**src/rtl/lcdc_pkg.sv**
```systemverilog
/*
  Shared constants of the dot-matrix LCD controller: register indices,
  control field positions, memory geometry and timing.
  Assumes a 125 MHz system clock.
*/
package lcdc_pkg;
  localparam logic [7:0] IDX_CTRL1 = 8'h00;
  localparam logic [7:0] IDX_CTRL2 = 8'h01;
  localparam logic [7:0] IDX_ADDR = 8'h02;
  localparam logic [7:0] IDX_DATA = 8'h04;
  localparam logic [7:0] IDX_BMASK = 8'h06;
  localparam logic [7:0] IDX_START = 8'h07;
  localparam logic [7:0] IDX_BFIRST = 8'h08;
  localparam logic [7:0] IDX_BLAST = 8'h09;
  // control_one fields
  localparam int C1_STBY = 0;
  localparam int C1_DUTY_LO = 1;
  localparam int C1_DUTY_HI = 2;
  localparam int C1_MODE = 3;
  localparam int C1_PWR = 4;
  // control_two fields
  localparam int C2_INC = 0;
  localparam int C2_RMW = 1;
  localparam int C2_BLK = 2;
  localparam int C2_DISPLAY_ON = 3;
  localparam int C2_OPAMP_ENABLE = 4;
  // address register layout: x in [7:5], y in [4:0]
  localparam int ADDR_X_LSB = 5;
  localparam logic [7:0] CTRL1_RST = 8'h00;
  localparam logic [7:0] CTRL2_RST = 8'h00;
  localparam int MEM_X_BYTES = 8;
  localparam int MEM_Y_ROWS = 32;
  localparam int CLK_HZ = 125000000;
  localparam int FRAME_HZ = 80;
  localparam int BLINK_PERIOD_MS = 1600;
  localparam int BLINK_HALF_FRAMES = FRAME_HZ * BLINK_PERIOD_MS / 1000 / 2;
  localparam int LINE_CYCLES = CLK_HZ / (FRAME_HZ * MEM_Y_ROWS);
  typedef enum logic [1:0] {
    LCDC_DUTY32 = 2'h0,
    LCDC_DUTY16 = 2'h1,
    LCDC_DUTY8 = 2'h2
  } lcdc_duty_t;
endpackage

```
**src/rtl/lcdc_top.sv**
```systemverilog
/*
  Dot-matrix LCD controller core: indexed 8-bit register port, display
  memory addressing, panel scan with scroll and blink, module standby.
  Assumes host port pins synchronous to CLK_IN; drive outputs are logic
  levels, 1 on a common meaning selected, 0 meaning non-selection.
*/
// Summary of operation
// - duty field: hi=1 gives 1/8, hi=0 lo=1 gives 1/16, else 1/32.
// - graphic mode drives 8/64, 16/56 or 32/40 commons and segments.
// - shared pins follow mode and duty; char 1/8 mirrors commons 1 to 8.
// - memory is 32 rows of 64 bits, x organised by five or eight bits.
// - byte msb is leftmost pixel; a one lights the dot.
// - character mode outputs 5 bits per byte, graphic mode all 8.
// - index written with select low; select high accesses indexed register.
// - only the display data register can be read.
// - memory reached via address then data register, address auto-advances.
// - direction 0 at 1/32 graphic: y steps, wraps at 1F, then x steps.
// - direction 1 at 1/32 graphic: x steps, wraps at 4, then y steps.
// - display memory is dual ported; refresh never disturbs host access.
// - read-modify-write mode advances address after writes only.
// - panel line one shows start line row, wrapping modulo duty.
// - blink toggles with about 1.6 s period at 80 Hz frames.
// - blink lines first to last, masked units blink when enabled.
// - blink area follows memory rows, so it scrolls with data.
// - standby stops supplies, grounds outputs, clears display and op-amp bits.
// - registers stay accessible during module standby.
// - chip standby switches supply off within two subclock cycles.
// - index captured on strobe fall with select and write both low.
`timescale 1ns/1ns
module lcdc_top #(
  parameter int LINE_CYCLES = lcdc_pkg::LINE_CYCLES
) (
  input wire logic CLK_IN,
  input wire logic RST_IN,
  input wire logic [7:0] DB_IN,
  output logic [7:0] DB_OUT,
  output logic DB_OE_N_OUT,
  input wire logic RS_IN,
  input wire logic RW_IN,
  input wire logic STROBE_IN,
  input wire logic CHIP_STANDBY_IN,
  output logic [31:0] COM_OUT,
  output logic [63:0] SEG_OUT,
  output logic DRIVE_ON_OUT,
  output logic STEPUP_EN_OUT,
  output logic OPAMP_EN_OUT
);
  import lcdc_pkg::*;

  function automatic lcdc_pkg::lcdc_duty_t duty_of(input logic hi, input logic lo);
    duty_of = hi ? LCDC_DUTY8 : (lo ? LCDC_DUTY16 : LCDC_DUTY32);
  endfunction

  function automatic logic [4:0] last_line(input lcdc_pkg::lcdc_duty_t d);
    case (d)
      LCDC_DUTY8: last_line = 5'h07;
      LCDC_DUTY16: last_line = 5'h0F;
      default: last_line = 5'h1F;
    endcase
  endfunction

  function automatic logic [2:0] last_x(input logic gfx, input lcdc_pkg::lcdc_duty_t d);
    if (!gfx)
      last_x = 3'h7;
    else if (d == LCDC_DUTY16)
      last_x = 3'h6;
    else if (d == LCDC_DUTY32)
      last_x = 3'h4;
    else
      last_x = 3'h7;
  endfunction

  logic strobe_d_ff;
  logic [7:0] index_ff;
  logic [7:0] ctrl1_ff;
  logic [7:0] ctrl2_ff;
  logic [2:0] x_ff;
  logic [4:0] y_ff;
  logic [7:0] bmask_ff;
  logic [4:0] start_ff;
  logic [4:0] bfirst_ff;
  logic [4:0] blast_ff;
  logic [7:0] rd_ff;
  logic drive_ff;
  logic [$clog2(LINE_CYCLES)-1:0] div_ff;
  logic [4:0] line_ff;
  logic [31:0] com_ff;
  logic [63:0] seg_ff;
  logic drv_ff;
  logic stepup_ff;
  logic opamp_ff;

  logic fall;
  logic rise;
  logic wr_ctl;
  logic wr_data;
  logic rd_take;
  logic advance;
  logic standby;
  logic gfx;
  lcdc_duty_t duty;
  logic [4:0] ymax;
  logic [2:0] xmax;
  logic [7:0] mem_rd;
  logic [4:0] scan_y;
  logic [63:0] row;
  logic line_tick;
  logic frame_tick;
  logic hide;
  logic in_blink;
  logic [63:0] nxt_seg;
  logic [31:0] nxt_com;
  logic [4:0] nxt_y;
  logic [2:0] nxt_x;

  assign fall = strobe_d_ff & ~STROBE_IN;
  assign rise = ~strobe_d_ff & STROBE_IN;
  assign wr_ctl = fall & RS_IN & ~RW_IN;
  assign wr_data = wr_ctl & (index_ff == IDX_DATA);
  assign rd_take = rise & RS_IN & RW_IN & (index_ff == IDX_DATA);
  assign advance = wr_data | (rd_take & ~ctrl2_ff[C2_RMW]);
  assign standby = ctrl1_ff[C1_STBY] | CHIP_STANDBY_IN;
  assign gfx = ctrl1_ff[C1_MODE];
  assign duty = duty_of(ctrl1_ff[C1_DUTY_HI], ctrl1_ff[C1_DUTY_LO]);
  assign ymax = last_line(duty);
  assign xmax = last_x(gfx, duty);

  always_ff @(posedge CLK_IN)
  begin
    if (RST_IN)
      strobe_d_ff <= 1'b0;
    else
      strobe_d_ff <= STROBE_IN;
  end

  always_ff @(posedge CLK_IN)
  begin
    if (RST_IN)
      index_ff <= 8'h00;
    else if (fall && !RS_IN && !RW_IN)
      index_ff <= DB_IN;
  end

  // control writes stay open in standby
  always_ff @(posedge CLK_IN)
  begin
    if (RST_IN)
    begin
      ctrl1_ff <= CTRL1_RST;
      ctrl2_ff <= CTRL2_RST;
      bmask_ff <= 8'h00;
      start_ff <= 5'h00;
      bfirst_ff <= 5'h00;
      blast_ff <= 5'h00;
    end
    else
    begin
      if (wr_ctl && index_ff == IDX_CTRL1)
        ctrl1_ff <= DB_IN;
      if (wr_ctl && index_ff == IDX_CTRL2)
        ctrl2_ff <= DB_IN;
      else if (standby)
      begin
        ctrl2_ff[C2_DISPLAY_ON] <= 1'b0;
        ctrl2_ff[C2_OPAMP_ENABLE] <= 1'b0;
      end
      if (wr_ctl && index_ff == IDX_BMASK)
        bmask_ff <= DB_IN;
      if (wr_ctl && index_ff == IDX_START)
        start_ff <= DB_IN[4:0];
      if (wr_ctl && index_ff == IDX_BFIRST)
        bfirst_ff <= DB_IN[4:0];
      if (wr_ctl && index_ff == IDX_BLAST)
        blast_ff <= DB_IN[4:0];
    end
  end

  // address step: direction 0 walks y then x, direction 1 walks x then y
  always_comb
  begin
    nxt_x = x_ff;
    nxt_y = y_ff;
    if (!ctrl2_ff[C2_INC])
    begin
      nxt_y = (y_ff >= ymax) ? 5'h00 : y_ff + 5'h01;
      if (y_ff >= ymax)
        nxt_x = (x_ff >= xmax) ? 3'h0 : x_ff + 3'h1;
    end
    else
    begin
      nxt_x = (x_ff >= xmax) ? 3'h0 : x_ff + 3'h1;
      if (x_ff >= xmax)
        nxt_y = (y_ff >= ymax) ? 5'h00 : y_ff + 5'h01;
    end
  end

  always_ff @(posedge CLK_IN)
  begin
    if (RST_IN)
    begin
      x_ff <= 3'h0;
      y_ff <= 5'h00;
    end
    else if (wr_ctl && index_ff == IDX_ADDR)
    begin
      x_ff <= DB_IN[7:ADDR_X_LSB];
      y_ff <= DB_IN[4:0];
    end
    else if (advance)
    begin
      x_ff <= nxt_x;
      y_ff <= nxt_y;
    end
  end

  // read data appears on strobe rise, bus released once write is selected
  always_ff @(posedge CLK_IN)
  begin
    if (RST_IN)
    begin
      rd_ff <= 8'h00;
      drive_ff <= 1'b0;
    end
    else if (rd_take)
    begin
      rd_ff <= mem_rd;
      drive_ff <= 1'b1;
    end
    else if (!RW_IN || !RS_IN)
    begin
      rd_ff <= 8'h00;
      drive_ff <= 1'b0;
    end
  end

  assign DB_OUT = rd_ff;
  assign DB_OE_N_OUT = ~drive_ff;

  lcdc_dpram u_mem (
    .clk_in(CLK_IN),
    .rst_in(RST_IN),
    .wr_en_in(wr_data),
    .x_in(x_ff),
    .y_in(y_ff),
    .wr_data_in(DB_IN),
    .rd_data_out(mem_rd),
    .display_on_y_in(scan_y),
    .display_on_row_out(row)
  );

  // line divider and line counter
  assign line_tick = (div_ff == ($clog2(LINE_CYCLES))'(LINE_CYCLES - 1));
  assign frame_tick = line_tick && line_ff == ymax;

  always_ff @(posedge CLK_IN)
  begin
    if (RST_IN || line_tick)
      div_ff <= '0;
    else
      div_ff <= div_ff + 1'b1;
  end

  always_ff @(posedge CLK_IN)
  begin
    if (RST_IN)
      line_ff <= 5'h00;
    else if (line_tick)
      line_ff <= (line_ff >= ymax) ? 5'h00 : line_ff + 5'h01;
  end

  assign scan_y = (start_ff + line_ff) & ymax;

  lcdc_blink u_blink (
    .clk_in(CLK_IN),
    .rst_in(RST_IN),
    .frame_tick_in(frame_tick),
    .hide_out(hide)
  );

  // blink window in memory rows, so it scrolls with the data
  assign in_blink = ctrl2_ff[C2_BLK] && hide && scan_y >= bfirst_ff
    && scan_y <= blast_ff;

  always_comb
  begin
    nxt_seg = '0;
    for (int b = 0; b < MEM_X_BYTES; b++)
    begin
      if (!(in_blink && bmask_ff[7-b]))
      begin
        if (gfx)
          nxt_seg[8*b +: 8] = {<<{row[63-8*b -: 8]}};
        else if (b < 8)
          nxt_seg[5*b +: 5] = {<<{row[63-8*b -: 5]}};
      end
    end
    if (gfx && duty == LCDC_DUTY16)
      nxt_seg[63:56] = 8'h00;
    else if (gfx && duty == LCDC_DUTY32)
      nxt_seg[63:40] = 24'h000000;
    if (!gfx)
      nxt_seg[63:40] = 24'h000000;
  end

  // common select with shared pins per mode and duty
  always_comb
  begin
    nxt_com = 32'h00000001 << line_ff;
    case ({gfx, duty})
      {1'b0, LCDC_DUTY8}:
        nxt_com[31:8] = {8'h00, nxt_com[7:0], 8'h00};
      {1'b0, LCDC_DUTY16}:
        nxt_com[31:16] = nxt_com[15:0];
      {1'b1, LCDC_DUTY8}:
        nxt_com[31:8] = 24'h000000;
      {1'b1, LCDC_DUTY16}:
        nxt_com[31:16] = 16'h0000;
      default:
        nxt_com = nxt_com;
    endcase
  end

  always_ff @(posedge CLK_IN)
  begin
    if (RST_IN || standby || !ctrl2_ff[C2_DISPLAY_ON])
    begin
      com_ff <= 32'h00000000;
      seg_ff <= 64'h0000000000000000;
      drv_ff <= 1'b0;
    end
    else
    begin
      com_ff <= nxt_com;
      seg_ff <= nxt_seg;
      drv_ff <= 1'b1;
    end
  end

  // supplies drop on the first edge of standby, well inside two subclocks
  always_ff @(posedge CLK_IN)
  begin
    if (RST_IN || standby)
    begin
      stepup_ff <= 1'b0;
      opamp_ff <= 1'b0;
    end
    else
    begin
      stepup_ff <= ctrl1_ff[C1_PWR];
      opamp_ff <= ctrl2_ff[C2_OPAMP_ENABLE];
    end
  end

  assign COM_OUT = com_ff;
  assign SEG_OUT = seg_ff;
  assign DRIVE_ON_OUT = drv_ff;
  assign STEPUP_EN_OUT = stepup_ff;
  assign OPAMP_EN_OUT = opamp_ff;

  AST_INDEX_CAPTURE: assert property (@(posedge CLK_IN) disable iff (RST_IN)
    fall && !RS_IN && !RW_IN |=> index_ff == $past(DB_IN))
    else $error("index not captured on strobe fall");

  AST_ONLY_DATA_READ: assert property (@(posedge CLK_IN) disable iff (RST_IN)
    $rose(drive_ff) |-> $past(index_ff) == IDX_DATA && $past(RW_IN))
    else $error("bus driven for a non-data register");

  AST_RMW_HOLD: assert property (@(posedge CLK_IN) disable iff (RST_IN)
    rd_take && ctrl2_ff[C2_RMW] |=> $stable(x_ff) && $stable(y_ff))
    else $error("address moved after read in rmw mode");

  AST_Y_WRAP: assert property (@(posedge CLK_IN) disable iff (RST_IN)
    advance && !ctrl2_ff[C2_INC] && gfx && duty == LCDC_DUTY32 && y_ff == 5'h1F
    && x_ff != 3'h4 |=> y_ff == 5'h00 && x_ff == $past(x_ff) + 3'h1)
    else $error("y wrap did not carry into x");

  AST_X_WRAP: assert property (@(posedge CLK_IN) disable iff (RST_IN)
    advance && ctrl2_ff[C2_INC] && gfx && duty == LCDC_DUTY32 && x_ff == 3'h4
    |=> x_ff == 3'h0 && y_ff == (($past(y_ff) == 5'h1F) ? 5'h00 : $past(y_ff) + 5'h01))
    else $error("x wrap did not carry into y");

  AST_STANDBY_DARK: assert property (@(posedge CLK_IN) disable iff (RST_IN)
    standby |=> COM_OUT == 32'h00000000 && SEG_OUT == '0 && !DRIVE_ON_OUT
    && (!ctrl2_ff[C2_DISPLAY_ON] || $past(wr_ctl && index_ff == IDX_CTRL2)))
    else $error("outputs not grounded in standby");

  AST_SUPPLY_OFF: assert property (@(posedge CLK_IN) disable iff (RST_IN)
    CHIP_STANDBY_IN |=> !STEPUP_EN_OUT && !OPAMP_EN_OUT)
    else $error("supply still on in chip standby");

  AST_SCROLL_ROW: assert property (@(posedge CLK_IN) disable iff (RST_IN)
    line_ff == 5'h00 |-> scan_y == (start_ff & ymax))
    else $error("panel line one not at start line");

  AST_GFX8_SEGS: assert property (@(posedge CLK_IN) disable iff (RST_IN)
    gfx && duty == LCDC_DUTY32 |=> SEG_OUT[63:40] == 24'h000000)
    else $error("unused segments driven at 1/32 graphic");
endmodule

```
**src/rtl/lcdc_dpram.sv**
```systemverilog
/*
  Dual-port display memory, 32 rows of 8 bytes held in flip-flops.
  Host port writes and reads one byte; display port reads a whole row.
*/
`timescale 1ns/1ns
module lcdc_dpram #(
  parameter int X_BYTES = lcdc_pkg::MEM_X_BYTES,
  parameter int Y_ROWS = lcdc_pkg::MEM_Y_ROWS
) (
  input wire logic clk_in,
  input wire logic rst_in,
  input wire logic wr_en_in,
  input wire logic [2:0] x_in,
  input wire logic [4:0] y_in,
  input wire logic [7:0] wr_data_in,
  output logic [7:0] rd_data_out,
  input wire logic [4:0] display_on_y_in,
  output logic [8*X_BYTES-1:0] display_on_row_out
);
  import lcdc_pkg::*;
  logic [7:0] mem_ff [X_BYTES*Y_ROWS];

  always_ff @(posedge clk_in)
  begin
    if (wr_en_in)
      mem_ff[{y_in, x_in}] <= wr_data_in;
  end

  assign rd_data_out = mem_ff[{y_in, x_in}];

  // byte 0 leftmost, msb leftmost within the byte
  always_comb
  begin
    for (int b = 0; b < X_BYTES; b++)
      display_on_row_out[8*(X_BYTES-b)-1 -: 8] = mem_ff[{display_on_y_in, 3'(b)}];
  end

  AST_MEM_WRITE_LANDS: assert property (@(posedge clk_in) disable iff (rst_in)
    wr_en_in |=> mem_ff[$past({y_in, x_in})] == $past(wr_data_in))
    else $error("written byte not read back");
endmodule

```
**src/rtl/lcdc_blink.sv**
```systemverilog
/*
  Blink phase generator, toggling every half blink period counted in frames.
  Assumes one frame_tick_in pulse per display frame.
*/
`timescale 1ns/1ns
module lcdc_blink #(
  parameter int HALF_FRAMES = lcdc_pkg::BLINK_HALF_FRAMES
) (
  input wire logic clk_in,
  input wire logic rst_in,
  input wire logic frame_tick_in,
  output logic hide_out
);
  import lcdc_pkg::*;
  logic [$clog2(HALF_FRAMES)-1:0] frame_cnt_ff;
  logic hide_ff;

  always_ff @(posedge clk_in)
  begin
    if (rst_in)
      frame_cnt_ff <= '0;
    else if (frame_tick_in)
      frame_cnt_ff <= (frame_cnt_ff == ($clog2(HALF_FRAMES))'(HALF_FRAMES - 1)) ? '0
        : frame_cnt_ff + 1'b1;
  end

  always_ff @(posedge clk_in)
  begin
    if (rst_in)
      hide_ff <= 1'b0;
    else if (frame_tick_in && frame_cnt_ff == ($clog2(HALF_FRAMES))'(HALF_FRAMES - 1))
      hide_ff <= ~hide_ff;
  end

  assign hide_out = hide_ff;

  AST_BLINK_ON_FRAME: assert property (@(posedge clk_in) disable iff (rst_in)
    $changed(hide_ff) |-> $past(frame_tick_in)
    && $past(frame_cnt_ff) == ($clog2(HALF_FRAMES))'(HALF_FRAMES - 1))
    else $error("blink phase moved off a half-period boundary");
endmodule

```
**config.mk**
```make
export PLATFORM = sky130hd
export DESIGN_NAME = lcdc_top
export DESIGN_NICKNAME = d
export VERILOG_FILES = /design/src/rtl/lcdc_pkg.sv /design/src/rtl/lcdc_top.sv /design/src/rtl/lcdc_dpram.sv /design/src/rtl/lcdc_blink.sv
export SDC_FILE = /design/constraint.sdc
export NUM_CORES = 2
export LEC_CHECK = 0
export BUFFER_PORTS_ARGS = -buffer_cell sky130_fd_sc_hd__buf_2
export CAP_MARGIN = 5
export CORE_UTILIZATION = 55
export CTS_CLUSTER_DIAMETER = 120
export DETAILED_ROUTE_END_ITERATION = 6
export PLACE_DENSITY_LB_ADDON = 0.08
export SYNTH_ARGS = -nofsm -noshare
export SYNTH_HDL_FRONTEND = slang
export SYNTH_HIERARCHICAL = 1
export SYNTH_SLANG_ARGS = --single-unit
export TNS_END_PERCENT = 30
```
**constraint.sdc**
```tcl
create_clock -name CLK_IN -period 4.48 [get_ports CLK_IN]
set_clock_uncertainty 0.05 [all_clocks]
set_input_delay 0.448 -clock CLK_IN [delete_from_list [all_inputs] [get_ports CLK_IN]]
set_output_delay 0.448 -clock CLK_IN [all_outputs]
set_load 0.1 [all_outputs]
```
# Word level (Yosys, flattened, before mapping)
# Memories as Yosys holds them, arrays and structs flattened.
# Index checks and enable logic that the tools add are counted.
classes:
  addsub: 6
  eq_ne: 17
  bitwise_logic: 19
  n_shift: 1
  order_cmp: 5
  n_reduce_logical: 45
  mux: 56
op_table:
  columns: ["operator", "n"]
  rows:
  - ["two-way mux 5 bit", 18]
  - ["two-way mux 8 bit", 11]
  - ["one-hot mux 16 bit (3 select lines)", 1]
  - ["two-way mux 16 bit", 2]
  - ["left shift 1 x 5 -> 32 bit, first input constant", 1]
  - ["== test 8 x 3 -> 1 bit, second input constant", 3]
  - ["logical AND 1 bit", 24]
  - ["two-way mux 3 bit", 7]
  - ["adder 16 x 1 -> 16 bit, second input constant", 1]
  - ["== test 16 bit, second input constant", 1]
  - ["== test 8 x 4 -> 1 bit, second input constant", 2]
  - ["greater-or-equal comparator 5 bit", 3]
  - ["two-way mux 2 bit", 7]
  - ["two-way mux 6 bit", 2]
  - ["two-way mux 11 bit", 1]
  - ["adder 5 x 1 -> 5 bit, second input constant", 2]
  - ["one-hot mux 5 bit (2 select lines)", 1]
  - ["bitwise AND 1 bit", 9]
  - ["== test 8 x 1 -> 1 bit, second input constant", 1]
  - ["== test 8 x 2 -> 1 bit, second input constant", 1]
  - ["zero test 8 bit", 1]
  - ["OR reduction 2 bit", 4]
  - ["NOT 1 bit", 7]
  - ["adder 6 x 1 -> 6 bit, second input constant", 1]
  - ["23 further kinds", 38]
totals:
  input_bits: 14
  regBits: 186
  mem_bits_rw: 2048
  output_inout_bits: 108
  wordCells: 177
  mem_count: 1
memory_table:
  columns: ["memory", "words", "width", "rd", "rd_clocked_by_memory_dff", "wr", "line_no", "text"]
  rows:
  - ["u_mem.mem_ff", 256, 8, 9, 0, 1, "lcdc_dpram.sv:21", "logic [7:0] mem_ff [X_BYTES*Y_ROWS];"]

# Depth between registers and ports, before layout
depth:
  ltp_word: 14
  depth_mapped: 13

# By module
# Netlist, hierarchy kept.
by_module_without_submodules:
  columns: ["module", "cells_each", "area_per_inst_um2", "seq_area_each_um2", "instances"]
  rows:
  - ["lcdc_dpram", 4393, 94106.5, 61499.0, 1]
  - ["lcdc_top", 721, 6944.2, 3583.4, 1]
  - ["lcdc_blink", 34, 312.8, 140.1, 1]

# Worst setup path after synthesis
# Ideal clock, no wire load.
synth_timing:
  kind: "register to register"
  startpoint: "reg line_ff[0]"
  endpoint: "reg seg_ff[8], in the netlist SEG_OUT[8]"
  required_ns: 4.314
  stages_incl_launch_ff: 11
  setup_ns: 0.116
  t_arrival_ns: 3.429
  setup_slack_ns: 0.885
  cell_sequence: "dfxtp_1 > ha_1 > fa_1 > clkbuf_1 > clkbuf_1 > buf_1 > mux4_2 > mux4_2 > mux2_2 > mux2_2 > and3_1"
synth_rtl:
  columns: ["item", "line_no", "text"]
  rows:
  - ["start: declaration", "lcdc_top.sv:86", "logic [4:0] line_ff;"]
  - ["start signal: assignment", "lcdc_top.sv:268", "line_ff <= (line_ff >= ymax) ? 5'h00 : line_ff + 5'h01;"]
  - ["adder 5 bit", "lcdc_top.sv:271", "assign scan_y = (start_ff + line_ff) & ymax;"]
  - ["bitwise AND 5 bit", "lcdc_top.sv:271", null]
  - ["named net scan_y[1]", "lcdc_top.sv:105", "logic [4:0] scan_y;"]
  - ["memory (256 x 8 bit)", null, null]
  - ["named net row[55]", "lcdc_top.sv:106", "logic [63:0] row;"]
  - ["two-way mux 2 bit", "lcdc_top.sv:291", "if (gfx)"]
  - ["end signal: assignment", "lcdc_top.sv:334", "seg_ff <= nxt_seg;"]
  - ["end: declaration", "lcdc_top.sv:88", "logic [63:0] seg_ff;"]
# The timed path passes the listed nets, and every way through them passes these cells.
# A chain may end at the register's enable or synchronous reset.

# Worst setup path after layout
layout_timing:
  startpoint: "reg line_ff[0]"
  endpoint: "reg seg_ff[37], in the netlist SEG_OUT[37]"
layout_via:
  elab_chain_cells: 9
layout_rtl:
  columns: ["item", "line_no", "text"]
  rows:
  - ["adder 5 bit *", "lcdc_top.sv:271", null]
  - ["bitwise AND 5 bit *", "lcdc_top.sv:271", null]
  - ["named net scan_y[1]", "lcdc_top.sv:105", null]
  - ["branches (longest 6 deep; another with memory (256 x 8 bit))", null, null]
  - ["two-way mux 5 bit *", "lcdc_top.sv:289", "if (!(in_blink && bmask_ff[7-b]))"]
# Mark *: on every way through the listed nets, which the timed path passes.

==> results.md <==
- Total power: 42900 uW
- Max Cap Viol: 0
- Slew headroom: 22.44%
- Final Hold Fails: 0
- Core Util, Final: between 60% and 70%
- Max Root-Sink Buffers: 3
- Total GRT Usage: 40.27%
- Die X: 431.3 um
- Routed Antenna Nets: 0
- Crit. End Element: register
- Initial antenna violation count: 42
- Fin Setup TNS: 0 ns
- Postcts setup bufs: 0
- Most frequent cells in the layout: edfxtp_1, mux4_2, buf_4
- Vias in the first global route: 58700
- Area post-placement: 108500 sq um
- Syn-to-layout area delta: 14.75%
- Worst EP required: 5.19 ns
- Initial drt markers: approximately 11000
- Async set-reset flop share out of synthesis: 0%
- Post-synthesis net count: 5193
- DRC viols: 0
- Critical Path AT: 4.87 ns
- Yosys warns: 6
- Post-CTS resize count: 0
- Final instance area: 116300 sq um
- RSZ-0062 raised after global routing: no
- Fmax achieved: 0.2398 GHz
- Startpoint Class: register
- First-pass GRT wire length: 501.4 mm
- Top FF cell, synth: edfxtp_1
- Post-synth EDFFs: 2048
- Starting Density: 55.37%
- Post-detail-place hpwl: 265.3 mm
- Most common cell after layout, fill and taps aside: edfxtp_1
- Clock latency on the worst-skew pair: 0.87 ns
- H-tree depth: 4
- Largest net degree at the start of global routing: 127
- Final Wtd Congestion: ~1.1
- Final setup violation count: 0
- Final Net Count: 5697
- CTS tree: yes
- Row cnt: around 160
- Mean Syn Cell Area: 19.69 sq um
- Worst Tran Pin Value: 1.161 ns
- Num CTS Buffers: 225
- Clk root buf: clkbuf_16
- Cell count after synthesis: 5148
- Hold/Removal Path Class: in -> reg
- Vias per inst: roughly 7.5
- Vias: 62060
- Synthesized area: 101400 sq um
- IO Count: 122
- Final wirelength: between 300 and 400 mm
- VDD IR-drop max: 0.3124 mV
- Setup CP Type: reg -> reg
- P per Cell Area: 368.9 nW/um^2
- Distinct cells, synth: 56
- Clk pin slew, worst setup/hold paths: roughly 0.070 ns
- Flop and latch count out of synthesis: 2234
- Crit path max fanout: 14
- Fraction of layout cells with a size suffix above 1: 39.36%
- Sequential fraction of the synthesis area: 64.35%
- GR Overflow Total: 0
- Die height: between 400 and 500 um
- Status: complete, no violations
- Clock Sink Count: 2234
- Leakage Power: 0.03584 uW
- Core area: 183100 sq um
- WL/cell: roughly 45 um
- IO Port Bufs: 121
- Minimum clock period: roughly 4.2 ns
- Die area: 186000 sq um
- Final period util: 93.07%
- First-pass DRT Iterations: 7
- Max Transition Viols Final: 0
## what timing repair did
item                                    in CTS  in global routing
endpoints found under the setup margin       0                  0
hold buffers                                 6                  0
hold endpoints to repair                    21                  0
## cells in the mapped netlist, types with 13 or more instances
cell / instances / share of area [%]
mux2_2: 67 / 0.74
nor2b_1: 13 / 0.080
buf_2: 71 / 0.35
a21oi_1: 160 / 0.79
and3_1: 31 / 0.19
nor3_1: 41 / 0.20
inv_1: 29 / 0.11
nand2b_1: 13 / 0.080
nand2_1: 87 / 0.32
nand4_1: 15 / 0.093
clkbuf_1: 256 / 0.95
and2_1: 13 / 0.080
ha_1: 30 / 0.37
xor2_1: 16 / 0.14
mux2i_1: 35 / 0.35
buf_1: 42 / 0.16
a22oi_1: 257 / 1.9
a32o_1: 33 / 0.33
o41ai_1: 32 / 0.28
nor2_1: 342 / 1.3
nand3_1: 43 / 0.21
edfxtp_1: 2048 / 61
buf_4: 46 / 0.34
mux4_2: 1152 / 26
dfxtp_1: 186 / 3.7
## registers in the layout (all words and copies together), names as in the netlist, 3 cells and up
name	flops
bmask_ff	8
ctrl1_ff	5
y_ff	5
DB_OUT	8
u_mem/mem_ff	2048
start_ff	5
x_ff	3
u_blink/frame_cnt_ff	6
line_ff	5
ctrl2_ff	5
COM_OUT	32
div_ff	16
index_ff	8
SEG_OUT	64
blast_ff	5
bfirst_ff	5
## per-layer routing
metal,track usage [%],wire (um)
met1,55.53,130400
met2,55.65,157700
met3,15.30,58470
met4,21.68,24080
met5,0.7546,182
## logic make-up (layout without fill, tap and decap cells)
kind of cell | after synthesis | in the layout | synth area share (%)
mux | 1254 | 1254 | 26.69
buf+inv | 450 | 1143 | 1.969
simple gates | 636 | 636 | 2.835
other cells | 0 | 14 | 0
flops | 2234 | 2234 | 64.35
fa+ha+maj | 31 | 31 | 0.3901
compound gates | 518 | 518 | 3.559
xor+xnor | 25 | 25 | 0.2160
## where the power goes
part	switching (uW)	internal (uW)
clock network	8160	11600
logic	365	55.6
registers	5.24	22700
total	8530	34400
## layout make-up
type / count / area (sq um)
Fill cell: 12660 / 66770
Sequential cell: 2234 / 65230
Multi-Input combinational cell: 2464 / 34320
Clock buffer: 285 / 6126
Timing Repair Buffer: 698 / 5846
Tap cell: 2464 / 3083
Clock inverter: 131 / 1564
Inverter: 29 / 108.9
Antenna cell: 14 / 35.03
## worst max-delay path, cell delays in order (launching register included)
cell     delay [ns]
dfxtp_1        0.41
ha_4           0.22
fa_4           1.11
ha_1           0.33
nand4_1        0.12
nor2_1         0.09
o32ai_2        0.77
buf_4          0.25
nand3_1        0.31
a32o_1         0.38
## per-stage QoR
step | hold slack, ns | std cells | setup WS (ns)
2_1_floorplan | 0.3675 | 5148 | 0.8852
3_3_place_gp | 0.3783 | 7883 | 0.4651
3_5_place_dp | 0.3932 | 7883 | 0.4208
4_1_cts | 0.1035 | 8305 | 0.4100
5_1_grt | 0.1540 | 8307 | 0.2022
6_report | 0.1423 | 8319 | 0.3103
## final timing paths
path | endpoint | cells after the start | slack (ns) | start
worst max register to register | SEG_OUT[37] | 9 | 0.31 | line_ff[0]
worst min register to register | div_ff[0] | 1 | 0.40 | div_ff[0]
worst max-delay path | SEG_OUT[37] | 9 | 0.31 | line_ff[0]
worst min-delay path | u_mem/mem_ff[139][7] | 1 | 0.14 | DB_IN[7]
No activity file was read; power rests on OpenSTA's default activity.
